[config.mk]
export PLATFORM = sky130hd
export DESIGN_NAME = coding_layer_status_regs
export DESIGN_NICKNAME = d
export VERILOG_FILES = /design/src/include/coding_status_pkg.sv /design/src/rtl/latch_flag.sv /design/src/rtl/coding_layer_status_regs.sv
export SDC_FILE = /design/constraint.sdc
export NUM_CORES = 1
export LEC_CHECK = 0
export ABC_AREA = 0
export BUFFER_PORTS_ARGS = -buffer_cell sky130_fd_sc_hd__buf_2
export CAP_MARGIN = 10
export CORE_AREA = 10 10 53 55
export CTS_CLUSTER_SIZE = 24
export DETAILED_ROUTE_END_ITERATION = 8
export DIE_AREA = 0 0 63 65
export PLACE_DENSITY_LB_ADDON = 0.12
export SETUP_SLACK_MARGIN = 0.05
export SYNTH_ARGS = -nofsm -noshare
export SYNTH_HDL_FRONTEND = slang
export SYNTH_SLANG_ARGS = --single-unit
[constraint.sdc]
create_clock -name clk_i -period 2 [get_ports clk_i]
set_input_delay 0.1 -clock clk_i [delete_from_list [all_inputs] [get_ports clk_i]]
set_output_delay 0.1 -clock clk_i [all_outputs]
set_load 0.005 [all_outputs]
[src/include/coding_status_pkg.sv]
// Constants for the coding sublayer status register bank.
// Assumes a management front end that supplies decoded 16-bit reads.
package coding_status_pkg;
    localparam logic [4:0] DEVICE_ADDR = 5'h03;
    localparam logic [15:0] PRIMARY_OFFSET = 16'h0001;
    localparam logic [15:0] SECONDARY_OFFSET = 16'h0008;
    localparam logic [15:0] BACKPLANE_OFFSET = 16'h0020;
    localparam logic [15:0] PRIMARY_RESET = 16'h0002;
    localparam logic [15:0] SECONDARY_RESET = 16'h8001;
    localparam logic [15:0] BACKPLANE_RESET = 16'h0004;
    localparam int FAULT_BIT = 7;
    localparam int RX_LINK_BIT = 2;
    localparam int LOW_POWER_BIT = 1;
    localparam int PRESENCE_HI = 15;
    localparam int PRESENCE_LO = 14;
    localparam logic [1:0] PRESENCE_CODE = 2'h2;
    localparam int TX_FAULT_BIT = 11;
    localparam int RX_FAULT_BIT = 10;
    localparam int R_TYPE_BIT = 0;
    localparam int BP_LINK_BIT = 12;
    localparam int PRBS_BIT = 2;
    localparam int HI_BER_BIT = 1;
    localparam int LOCK_BIT = 0;
endpackage

[src/rtl/latch_flag.sv]
// Latching status flag: holds an abnormal value until read, then tracks live.
// Assumes read_i is a one-cycle pulse for the read that returns the flag.
`timescale 1ns/10ps
module latch_flag #(
    parameter logic LATCH_VALUE = 1'b1,
    parameter logic RESET_VALUE = 1'b0
) (
    input wire logic clk_i,
    input wire logic sys_rst_i,
    input wire logic live_i,
    input wire logic read_i,
    output logic flag_o
);
    typedef struct packed {
        logic flag;
    } state_s;
    state_s st_q, st_d;
    always_comb begin
        st_d = st_q;
        // Latched event wins over the clearing read
        if (live_i == LATCH_VALUE) begin
            st_d.flag = LATCH_VALUE;
        end else if (read_i) begin
            st_d.flag = live_i;
        end
    end
    always_ff @(posedge clk_i or posedge sys_rst_i) begin
        if (sys_rst_i) begin
            st_q <= '{flag: RESET_VALUE};
        end else begin
            st_q <= st_d;
        end
    end
    assign flag_o = st_q.flag;
endmodule

[src/rtl/coding_layer_status_regs.sv]
// Status register bank of the coding sublayer, read by the management block.
// Assumes the management front end decodes frames and pulses rd_en_i.
`timescale 1ns/10ps
module coding_layer_status_regs (
    input wire logic clk_i,
    input wire logic sys_rst_i,
    input wire logic rd_en_i,
    input wire logic [4:0] rd_dev_i,
    input wire logic [15:0] rd_addr_i,
    input wire logic tx_fault_i,
    input wire logic rx_fault_i,
    input wire logic rx_link_i,
    input wire logic hi_ber_i,
    input wire logic block_lock_i,
    output logic [15:0] rd_data_o,
    output logic rd_valid_o,
    output logic summary_fault_flag_o
);
    import coding_status_pkg::*;

    typedef struct packed {
        logic [15:0] rd_data;
        logic rd_valid;
        logic summary_fault;
        logic bp_link;
        logic bp_ber;
        logic bp_lock;
    } state_s;

    state_s st_q, st_d;
    logic dev_ok, rd_primary, rd_secondary, rd_backplane;
    logic link_flag, txf_flag, rxf_flag;

    function automatic logic hit(input logic [15:0] a, input logic [15:0] off);
        hit = (a == off);
    endfunction

    // Device address filter
    assign dev_ok = rd_en_i && (rd_dev_i == DEVICE_ADDR);
    assign rd_primary = dev_ok && hit(rd_addr_i, PRIMARY_OFFSET);
    assign rd_secondary = dev_ok && hit(rd_addr_i, SECONDARY_OFFSET);
    assign rd_backplane = dev_ok && hit(rd_addr_i, BACKPLANE_OFFSET);

    latch_flag #(.LATCH_VALUE(1'b0), .RESET_VALUE(1'b1)) u_link (
        .clk_i(clk_i),
        .sys_rst_i(sys_rst_i),
        .live_i(rx_link_i),
        .read_i(rd_primary),
        .flag_o(link_flag)
    );
    latch_flag #(.LATCH_VALUE(1'b1), .RESET_VALUE(1'b0)) u_txf (
        .clk_i(clk_i),
        .sys_rst_i(sys_rst_i),
        .live_i(tx_fault_i),
        .read_i(rd_secondary),
        .flag_o(txf_flag)
    );
    latch_flag #(.LATCH_VALUE(1'b1), .RESET_VALUE(1'b0)) u_rxf (
        .clk_i(clk_i),
        .sys_rst_i(sys_rst_i),
        .live_i(rx_fault_i),
        .read_i(rd_secondary),
        .flag_o(rxf_flag)
    );

    always_comb begin
        logic [15:0] word;
        word = 16'h0000;
        st_d = st_q;
        st_d.bp_link = rx_link_i;
        st_d.bp_ber = hi_ber_i;
        st_d.bp_lock = block_lock_i;
        // Summary fault set wins over the read that would clear it
        if (tx_fault_i || rx_fault_i) begin
            st_d.summary_fault = 1'b1;
        end else if (rd_secondary) begin
            st_d.summary_fault = 1'b0;
        end
        if (dev_ok && hit(rd_addr_i, PRIMARY_OFFSET)) begin
            word[FAULT_BIT] = st_q.summary_fault;
            word[RX_LINK_BIT] = link_flag;
            word[LOW_POWER_BIT] = 1'b1;
        end else if (dev_ok && hit(rd_addr_i, SECONDARY_OFFSET)) begin
            word[PRESENCE_HI:PRESENCE_LO] = PRESENCE_CODE;
            word[TX_FAULT_BIT] = txf_flag;
            word[RX_FAULT_BIT] = rxf_flag;
            word[R_TYPE_BIT] = 1'b1;
        end else if (dev_ok && hit(rd_addr_i, BACKPLANE_OFFSET)) begin
            word[BP_LINK_BIT] = st_q.bp_link;
            word[PRBS_BIT] = 1'b1;
            word[HI_BER_BIT] = st_q.bp_ber;
            word[LOCK_BIT] = st_q.bp_lock;
        end
        st_d.rd_data = dev_ok ? word : st_q.rd_data;
        st_d.rd_valid = dev_ok;
    end

    always_ff @(posedge clk_i or posedge sys_rst_i) begin
        if (sys_rst_i) begin
            st_q <= '{
                rd_data: 16'h0000,
                rd_valid: 1'b0,
                summary_fault: PRIMARY_RESET[FAULT_BIT],
                bp_link: BACKPLANE_RESET[BP_LINK_BIT],
                bp_ber: BACKPLANE_RESET[HI_BER_BIT],
                bp_lock: BACKPLANE_RESET[LOCK_BIT]
            };
        end else begin
            st_q <= st_d;
        end
    end

    assign rd_data_o = st_q.rd_data;
    assign rd_valid_o = st_q.rd_valid;
    assign summary_fault_flag_o = st_q.summary_fault;

    a_fault_sets: assert property (@(posedge clk_i) disable iff (sys_rst_i)
        (tx_fault_i || rx_fault_i) |=> summary_fault_flag_o)
        else $error("summary fault not set");

    a_fault_idle: assert property (@(posedge clk_i) disable iff (sys_rst_i)
        (!summary_fault_flag_o && !tx_fault_i && !rx_fault_i) |=> !summary_fault_flag_o)
        else $error("summary fault set without a fault");

    a_fault_holds: assert property (@(posedge clk_i) disable iff (sys_rst_i)
        (summary_fault_flag_o && !rd_secondary) |=> summary_fault_flag_o)
        else $error("summary fault cleared without read");

    a_fault_clears: assert property (@(posedge clk_i) disable iff (sys_rst_i)
        (rd_secondary && !tx_fault_i && !rx_fault_i) |=> !summary_fault_flag_o)
        else $error("summary fault kept after clean read");

    a_link_low: assert property (@(posedge clk_i) disable iff (sys_rst_i)
        (!rx_link_i) |=> !link_flag)
        else $error("link flag did not latch low");

    a_link_holds: assert property (@(posedge clk_i) disable iff (sys_rst_i)
        (!link_flag && !rd_primary) |=> !link_flag)
        else $error("link flag rose without read");

    a_link_rearm: assert property (@(posedge clk_i) disable iff (sys_rst_i)
        (rd_primary && rx_link_i) |=> link_flag)
        else $error("link flag not rearmed by read");

    a_txf_high: assert property (@(posedge clk_i) disable iff (sys_rst_i)
        tx_fault_i |=> txf_flag)
        else $error("tx fault flag not latched");

    a_txf_holds: assert property (@(posedge clk_i) disable iff (sys_rst_i)
        (txf_flag && !rd_secondary) |=> txf_flag)
        else $error("tx fault flag dropped without read");

    a_txf_clears: assert property (@(posedge clk_i) disable iff (sys_rst_i)
        (rd_secondary && !tx_fault_i) |=> !txf_flag)
        else $error("tx fault flag kept after read");

    a_rxf_high: assert property (@(posedge clk_i) disable iff (sys_rst_i)
        rx_fault_i |=> rxf_flag)
        else $error("rx fault flag not latched");

    a_rxf_clears: assert property (@(posedge clk_i) disable iff (sys_rst_i)
        (rd_secondary && !rx_fault_i) |=> !rxf_flag)
        else $error("rx fault flag kept after read");

    a_primary_fixed: assert property (@(posedge clk_i) disable iff (sys_rst_i)
        rd_primary |=> rd_data_o[LOW_POWER_BIT] && (rd_data_o[15:8] == 8'h00)
        && (rd_data_o[6:3] == 4'h0) && !rd_data_o[0])
        else $error("low power bit wrong");

    a_primary_word: assert property (@(posedge clk_i) disable iff (sys_rst_i)
        rd_primary |=> (rd_data_o[FAULT_BIT] == $past(summary_fault_flag_o))
        && (rd_data_o[RX_LINK_BIT] == $past(link_flag)))
        else $error("primary flags wrong");

    a_secondary_fixed: assert property (@(posedge clk_i) disable iff (sys_rst_i)
        rd_secondary |=> (rd_data_o[PRESENCE_HI:PRESENCE_LO] == PRESENCE_CODE)
        && rd_data_o[R_TYPE_BIT] && (rd_data_o[9:1] == 9'h000) && (rd_data_o[13:12] == 2'h0))
        else $error("secondary fixed bits wrong");

    a_secondary_word: assert property (@(posedge clk_i) disable iff (sys_rst_i)
        rd_secondary |=> (rd_data_o[TX_FAULT_BIT] == $past(txf_flag))
        && (rd_data_o[RX_FAULT_BIT] == $past(rxf_flag)))
        else $error("secondary fault flags wrong");

    a_backplane_read: assert property (@(posedge clk_i) disable iff (sys_rst_i)
        (rd_backplane && !$past(sys_rst_i)) |=> rd_data_o[PRBS_BIT] && rd_valid_o
        && (rd_data_o[BP_LINK_BIT] == $past(rx_link_i, 2)))
        else $error("backplane word wrong");

    a_backplane_fields: assert property (@(posedge clk_i) disable iff (sys_rst_i)
        (rd_backplane && !$past(sys_rst_i)) |=> (rd_data_o[HI_BER_BIT] == $past(hi_ber_i, 2))
        && (rd_data_o[LOCK_BIT] == $past(block_lock_i, 2)))
        else $error("backplane error rate or lock wrong");

    a_backplane_reserved: assert property (@(posedge clk_i) disable iff (sys_rst_i)
        rd_backplane |=> (rd_data_o[15:13] == 3'h0) && (rd_data_o[11:3] == 9'h000))
        else $error("backplane reserved bits set");

    a_read_answered: assert property (@(posedge clk_i) disable iff (sys_rst_i)
        dev_ok |=> rd_valid_o)
        else $error("accepted read not answered");

    a_refused_quiet: assert property (@(posedge clk_i) disable iff (sys_rst_i)
        !dev_ok |=> !rd_valid_o && $stable(rd_data_o))
        else $error("refused read changed the answer");

    a_unmapped_zero: assert property (@(posedge clk_i) disable iff (sys_rst_i)
        (dev_ok && !rd_primary && !rd_secondary && !rd_backplane) |=> (rd_data_o == 16'h0000))
        else $error("unmapped read not zero");
endmodule

## Word-level counts from Yosys, hierarchy flattened

Index checks and enable logic that the tools add are counted.

- Logic and storage cells: 40
- Flip-flop bits (word level): 17
- Input bits: 29

- Reduce and logical (&&, ||, !) cells: 8
- Muxes and demuxes: 18
- Equality and inequality tests: 5

Operators with widths:

| kind | number |
|---|---|
| 16-bit by 1-bit equality test with 1-bit output, second input constant | 1 |
| 16-bit by 4-bit equality test with 1-bit output, second input constant | 1 |
| 16-bit by 6-bit equality test with 1-bit output, second input constant | 1 |
| 1-bit 2-to-1 mux | 11 |
| 2-bit 2-to-1 mux | 5 |
| 3-bit 2-to-1 mux | 2 |
| 2-bit nonzero test | 3 |
| 5-bit by 2-bit equality test with 1-bit output, second input constant | 1 |
| 1-bit logical AND | 4 |
| 2-bit by 1-bit inequality test with 1-bit output, second input constant | 1 |
| 1-bit logical OR | 1 |

## Logic depth before layout (Yosys ltp)

Gate-level depths: netlist of run 1.

- Word-level depth: 6
- Depth in mapped cells: 6
- Mapped depth without buffers: 5

## Hierarchy

Synthesis of run 1 repeated with hierarchy kept, for this count alone.

- Cell total of the unflattened synthesis: 92
- Area total of the unflattened synthesis: 862.1 µm²

By module, submodules not included:

| module | seq. area each (µm²) | instances | cells an instance | area an instance (µm²) |
|---|---|---|---|---|
| coding_layer_status_regs | 325.3 | 1 | 81 | 744.5 |
| latch_flag at u_rxf ... | 25.0 | 2 | 4 | 40.0 |
| latch_flag at u_link | 26.3 | 1 | 3 | 37.5 |

## Worst setup path after synthesis of run 1

OpenSTA, ideal clock, no wires.

- Kind: input-to-reg
- Start: in rd_dev_i[2]
- End: reg st_q, in the netlist summary_fault_flag_o
- Stages: 5
- Arrival time: 1.373 ns
- Slack: 0.503 ns
- Required time: 1.876 ns
- Cells stage by stage: nor4bb_1 > nand3b_1 > or4b_1 > buf_2 > a211o_1

- Longest elaborated chain between the ends: 4

Ends and longest elaborated chain:

| item | line | RTL |
|---|---|---|
| start: declaration | coding_layer_status_regs.sv:8 | `input wire logic [4:0] rd_dev_i,` |
| 5-bit by 2-bit equality test with 1-bit output | coding_layer_status_regs.sv:39 | `assign dev_ok = rd_en_i && (rd_dev_i == DEVICE_ADDR);` |
| 1-bit logical AND | coding_layer_status_regs.sv:39 |  |
| 1-bit logical AND | coding_layer_status_regs.sv:41 | `assign rd_secondary = dev_ok && hit(rd_addr_i, SECONDARY_OFFSET);` |
| 2-bit nonzero test (no line) | -- |  |
| end signal: assignment | coding_layer_status_regs.sv:100 | `st_q <= '{` |
| end signal: assignment | coding_layer_status_regs.sv:109 | `st_q <= st_d;` |
| end: declaration | coding_layer_status_regs.sv:30 | `state_s st_q, st_d;` |

No other way between the ends.
A chain may end at the register's enable or synchronous reset.

## Worst setup path after layout of run 1

Ends and elaborated chain as after synthesis.

==> impl_metrics.py, run 1 <==
metrics = {
    "run_status": {
        "status": "complete, no violations",
    },
    "cells_and_area": {
        "area_delta_synth_final_pct": 25.6,
        "drive_gt1_share_pct": 37.4,
        "diodes": 0,
        "final_util_pct": 51.5,
        "fill_cells": 185,
        "nets": 145,
        "multiInputGateArea_sq_um": 244,
        "area.sequential_sq_um": 402,
    },
    "power": {
        "combPwrFrac_pct": 9.9,
        "clockPowerShare_pct": 31.6,
        "leakagePower_nw": 0.506,
        "irDropWorstVdd_mv": 0.293,
        "seqPwrFrac_pct": 58.6,
        "p_sw_share_pct": 22.4,
        "power.switching_w": 0.000125,
        "power_density_nw_per_um2": 583,
        "p_int_w": 0.000434,
        "power_w": 0.000559,
    },
    "placed_design": {
        "portBuffers": 38,
        "gp_routability_congestion": 0.653,
        "place_ws_ps": 334,
    },
    "sta": {
        "slew_violations": 0,
        "period_minus_slack_ps": 1350,
        "tightestPinTransition_ps": 596,
        "holdWs_ps": 9.24,
        "relSlewSlack_pct": 60.2,
        "hold_viol": 0,
        "rsz0062_at_grt": "false",
        "timing.fmax_mhz": 741,
        "fin_crit_sh_pct": 67.4,
        "finalSetupTns_ps": 0,
        "fin_worst_skew_ps": 4.46,
        "setup_violations": 0,
        "setup_slack_ps": 651,
    },
    "yosys": {
        "syn_inst": 79,
        "synth.avg_cell_area_sq_um": 9.66,
        "yosysSeqAreaShare_pct": 52.6,
        "synth_area_leaders": "dfrtp_1, buf_4, nand2_1",
        "ys_types": 21,
        "netlist_area_sq_um": 763,
        "ys_ff_latch": 16,
        "yosys.area.top_type": "dfrtp_1",
        "yosysWarnings": 0,
        "synth_top_cell_area_share_pct": 49.2,
    },
    "critical_path": {
        "cp-start-kind": "input pin",
        "slowest_stage": "or4b_1",
        "crit_chain": "buf_2 > nor4bb_1 > nand3b_1 > or4b_1 > a211o_1",
        "ff2ff_setup_slack_ps": 1200,
        "worstSetupEndpointType": "flop",
        "required_ps": 2180,
        "critPathArrivalTime_ps": 1530,
        "worstPathMaxFanout": 6,
        "r2r-start": "u_link.flag_o$_DFFE_PP1P_",
        "path_delay_family": "simple AND/OR/NAND/NOR gates",
        "max_stage_delay_ps": 640,
        "cp.buffers_inverters": 1,
        "r2r_cells": 2,
        "critical_path_class": "input pin to flop",
        "r2r_end": "rd_data_o[2]$_DFFE_PP0P_",
    },
    "clock_network": {
        "path_clk_slew_ps": 90,
        "cts-root-buf": "clkbuf_4",
        "cts.repair.resized": 0,
        "ctsHoldBuffers": 4,
        "clock_latency_ps": 280,
        "clock-sinks": 16,
        "htree_levels": 1,
        "post_cts.repair.setup_buffers": 0,
        "cts_buffers": 3,
        "cts_tree": "yes",
        "cts_buffer_depth": 2,
    },
    "route": {
        "wire_per_inst_um": 12.2,
        "vias": 607,
        "firstDrtPassIters": 4,
        "drc": 0,
        "drt-total-wl_um": 1730,
        "first_iter_violations": 8,
        "via_per_inst": 4.27,
        "ant_nets": 0,
    },
    "grt": {
        "grt_pass1_vias": 729,
        "antenna_found_initial": 0,
        "grt_pass1_wl_um": 3040,
        "grt_start_max_net_pins": 17,
        "track_usage_pct": 9.05,
        "grt_overflow_total": 0,
    },
    "floorplanning": {
        "fp.dieH_um": 65,
        "ios": 47,
        "die-area_sq_um": 4100,
        "die_w_um": 63,
        "initial_core_util_pct": 41.0,
        "core_area_sq_um": 1860,
        "num_rows": 16,
    },
    "hold_path": {
        "holdPathStages": 2,
        "holdCritStartpoint": "tx_fault_i",
        "whs_endpoint": "u_txf.flag_o$_DFFE_PP0P_",
        "hold_path.class": "input pin to flop",
    },
    "run": {
        "max_cap_violations": 0,
    },
}
worst max-delay path by stage:
stage | startpoint | endpoint | depth (start not counted) | slack, ps
CTS | rd_dev_i[2] | summary_fault_flag_o$_DFFE_PP0P_ | 5 | 640
finish | rd_dev_i[2] | summary_fault_flag_o$_DFFE_PP0P_ | 5 | 650
global route | rd_dev_i[2] | summary_fault_flag_o$_DFFE_PP0P_ | 5 | 570
global placement | rd_dev_i[2] | summary_fault_flag_o$_DFFE_PP0P_ | 5 | 360
detailed placement | rd_dev_i[2] | summary_fault_flag_o$_DFFE_PP0P_ | 5 | 330
floorplan | rd_dev_i[2] | summary_fault_flag_o$_DFFE_PP0P_ | 5 | 500
cells by family (layout without fill, tap and decap cells):
| kind of cell | after synthesis | in the layout | synth area share, % |
|---|---|---|---|
| and+or+nand+nor | 26 | 26 | 17.5 |
| buffers and inverters | 22 | 51 | 18.9 |
| DFF | 16 | 16 | 52.6 |
| AOI/OAI and AO/OA | 14 | 14 | 10.5 |
| other | 1 | 8 | 0.491 |
Yosys cell counts (all sizes together):
cell and instances:
a211o 1, conb 1, nor3 1, nor3b 3, o21ai 8, nand3b 1
a21o 2, nor4 2, nor2 1, a31oi 1, dfstp 1, clkbuf 1
or4b 1, buf 17, nor4bb 1, inv 4, dfrtp 15, a21oi 2
or3 1, nand2 15
placed cells by master (no fill, tap or decap), drive strengths merged, types with 2 or more instances in the layout:
cell,count
a21o,2
a21oi,2
buf,39
clkbuf,4
conb,8
dfrtp,15
dlygate4sd3,4
inv,4
nand2,15
nor3b,3
nor4,2
o21ai,8
power groups by stage:
| stage | clock network [W] | registers [W] | logic (W) |
|---|---|---|---|
| after floorplan | 0 | 0.000334 | 0.0000283 |
| after global placement | 0 | 0.000334 | 0.0000481 |
| after detailed placement | 0 | 0.000334 | 0.0000488 |
| after CTS | 0.000178 | 0.000327 | 0.0000549 |
| after global routing | 0.000199 | 0.000328 | 0.0000645 |
| final | 0.000176 | 0.000327 | 0.0000550 |
metrics by stage:
step | std cells | area (sq um)
global placement | 134 | 892
global route | 142 | 958
floorplan | 86 | 790
finish | 142 | 958
CTS | 142 | 958
detailed placement | 134 | 892
layer usage:
| layer | up-vias | track usage (%) | wire length, um |
|---|---|---|---|
| li1 | 310 | - | - |
| met1 | 258 | 10.2 | 805 |
| met2 | 37 | 12.7 | 659 |
| met3 | 2 | 5.84 | 249 |
| met4 | 0 | 5.03 | 16 |
| met5 | - | 0 | 0 |
registers in the layout (all words and copies together), names as in the netlist:
signal / cells
u_rxf.flag_o: 1
st_q: 3
u_link.flag_o: 1
summary_fault_flag_o: 1
rd_valid_o: 1
rd_data_o: 8
u_txf.flag_o: 1
layout make-up:
cell class | count | share of cell area (%)
sequential | 16 | 41.9
multi-input combinational | 48 | 25.5
timing repair buffer | 43 | 24.8
tap | 27 | 3.52
clock buffer | 4 | 2.74
inverter | 4 | 1.57
Note: power is estimated with default switching activity, not from simulation.
==> run 2, diff against run 1 <==
Settings changed: CORE_AREA 10 10 53 55 to 10 10 55 57, DIE_AREA 0 0 63 65 to 0 0 65 67.
Clock period 2 ns to 1.4 ns, I/O delays scaled along.
==> impl_metrics.py, run 2 (synthesis results as in run 1) <==
metrics = {
    "sta": {
        "period_minus_slack_ps": 1210,
        "setup_violations": 0,
        "relSlewSlack_pct": 61.9,
        "setup_slack_ps": 185,
        "timing.fmax_mhz": 823,
        "rsz0062_at_grt": "false",
        "finalSetupTns_ps": 0,
        "tightestPinTransition_ps": 571,
        "slew_violations": 0,
        "hold_viol": 0,
        "fin_worst_skew_ps": 7.48,
        "fin_crit_sh_pct": 86.8,
    },
    "route": {
        "drt-total-wl_um": 1880,
        "routed.top_layer": "met4",
        "drc": 0,
        "via_per_inst": 4.26,
        "first_iter_violations": 6,
        "dr_wl_met2_um": 804,
        "wire_per_inst_um": 12.6,
        "vias": 634,
        "wl_met1_um": 774,
        "firstDrtPassIters": 2,
        "wl_met3_um": 284,
        "ant_nets": 0,
    },
    "run_status": {
        "status": "complete, no violations",
    },
    "grt": {
        "antenna_found_initial": 0,
        "grt_pass1_vias": 709,
        "grt_pass1_wl_um": 2970,
        "track_usage_pct": 8.58,
        "grt_overflow_total": 0,
        "grt_start_max_net_pins": 17,
    },
    "critical_path": {
        "cp-start-kind": "input pin",
        "critical_path_class": "input pin to flop",
        "critPathArrivalTime_ps": 1390,
        "worstPathMaxFanout": 5,
        "required_ps": 1570,
        "worstSetupEndpointType": "flop",
    },
    "cells_and_area": {
        "area.sequential_sq_um": 402,
        "layout_common_cells": "buf_2, nand2_1, dfrtp_1",
        "fill_cells": 200,
        "drive_gt1_share_pct": 42.6,
        "diodes": 0,
        "design_area_sq_um": 1050,
        "instances_no_fill": 149,
        "nets": 152,
        "largest_reg_flops": 8,
        "area_delta_synth_final_pct": 37.0,
        "multiInputGateArea_sq_um": 274,
        "layout.cells.most_common": "buf_2",
    },
    "placed_design": {
        "gp_routability_congestion": 0.678,
        "place_ws_ps": -171,
        "portBuffers": 38,
        "hpwl_um": 1510,
        "dp_cells": 139,
        "dpl_cell_area_sq_um": 951,
    },
    "power": {
        "leakagePower_nw": 0.545,
        "power_w": 0.000807,
        "irDropWorstVdd_mv": 0.409,
        "power_density_nw_per_um2": 772,
    },
    "clock_network": {
        "cts-root-buf": "clkbuf_4",
        "htree_levels": 1,
        "clock-sinks": 16,
        "cts_buffers": 3,
        "post_cts.repair.setup_buffers": 0,
        "clock_latency_ps": 280,
        "cts_buffer_depth": 2,
        "cts_tree": "yes",
        "path_clk_slew_ps": 90,
    },
    "floorplanning": {
        "initial_core_util_pct": 39.3,
        "ios": 47,
        "core_area_sq_um": 1940,
        "fp.dieH_um": 67,
        "num_rows": 16,
        "die-area_sq_um": 4360,
        "die_w_um": 65,
    },
    "hold_path": {
        "hold_path.class": "input pin to flop",
    },
    "run": {
        "max_cap_violations": 0,
    },
}
run 2: final cells by class:
type,instances,area share [%]
flip-flops and latches,16,38.4
repair buffers,50,28.2
multi-input cells,48,26.2
well taps,27,3.23
clock buffers,4,2.51
inverters,4,1.44
run 2: worst paths after layout:
kind                                                  start                                to  slack [ps]  cells past startpoint
min reg2reg                       rd_data_o[15]$_DFFE_PP0P_         rd_data_o[15]$_DFFE_PP0P_         470                      2
max in group asynchronous                         sys_rst_i         u_link.flag_o$_DFFE_PP1P_         620                      3
max                                            rd_addr_i[7]  summary_fault_flag_o$_DFFE_PP0P_         190                      5
min in group asynchronous                         sys_rst_i         rd_data_o[15]$_DFFE_PP0P_         390                      3
min                                            rd_addr_i[3]         u_link.flag_o$_DFFE_PP1P_         190                      5
max reg2reg                summary_fault_flag_o$_DFFE_PP0P_  summary_fault_flag_o$_DFFE_PP0P_         590                      1
run 2: power by group:
part | internal, W | total (W) | switching (W)
sequential | 0.000466 | 0.000468 | 0.00000104
clock | 0.000110 | 0.000244 | 0.000134
combinational | 0.0000535 | 0.0000958 | 0.0000424
total | 0.000630 | 0.000807 | 0.000177
run 2: routing by layer:
| layer | global-route usage, % | up-vias |
|---|---|---|
| li1 | - | 322 |
| met1 | 8.56 | 274 |
| met2 | 13.1 | 36 |
| met3 | 6.52 | 2 |
| met4 | 4.01 | 0 |
| met5 | 0 | - |
run 2: timing repair:
| action | 4_1_cts | 5_1_grt |
|---|---|---|
| endpoints found under the setup margin | 0 | 5 |
| resized for setup | 0 | 2 |
| hold endpoints to repair | 21 | 0 |
| hold buffers | 6 | 0 |
run 2: per-stage QoR:
| step | hold WS, ps | util [%] |
|---|---|---|
| after floorplan | -17.0 | - |
| after global routing | 203 | 53.9 |
| after CTS | 186 | 53.4 |
| final | 195 | 53.9 |
| after global placement | 169 | 49.0 |
| after detailed placement | 161 | 49.0 |
run 2: critical path: stages:
cell and delay [ps]:
buf_2 110, nor4_4 260, nand2_1 100, or4b_4 580, a211o_1 270
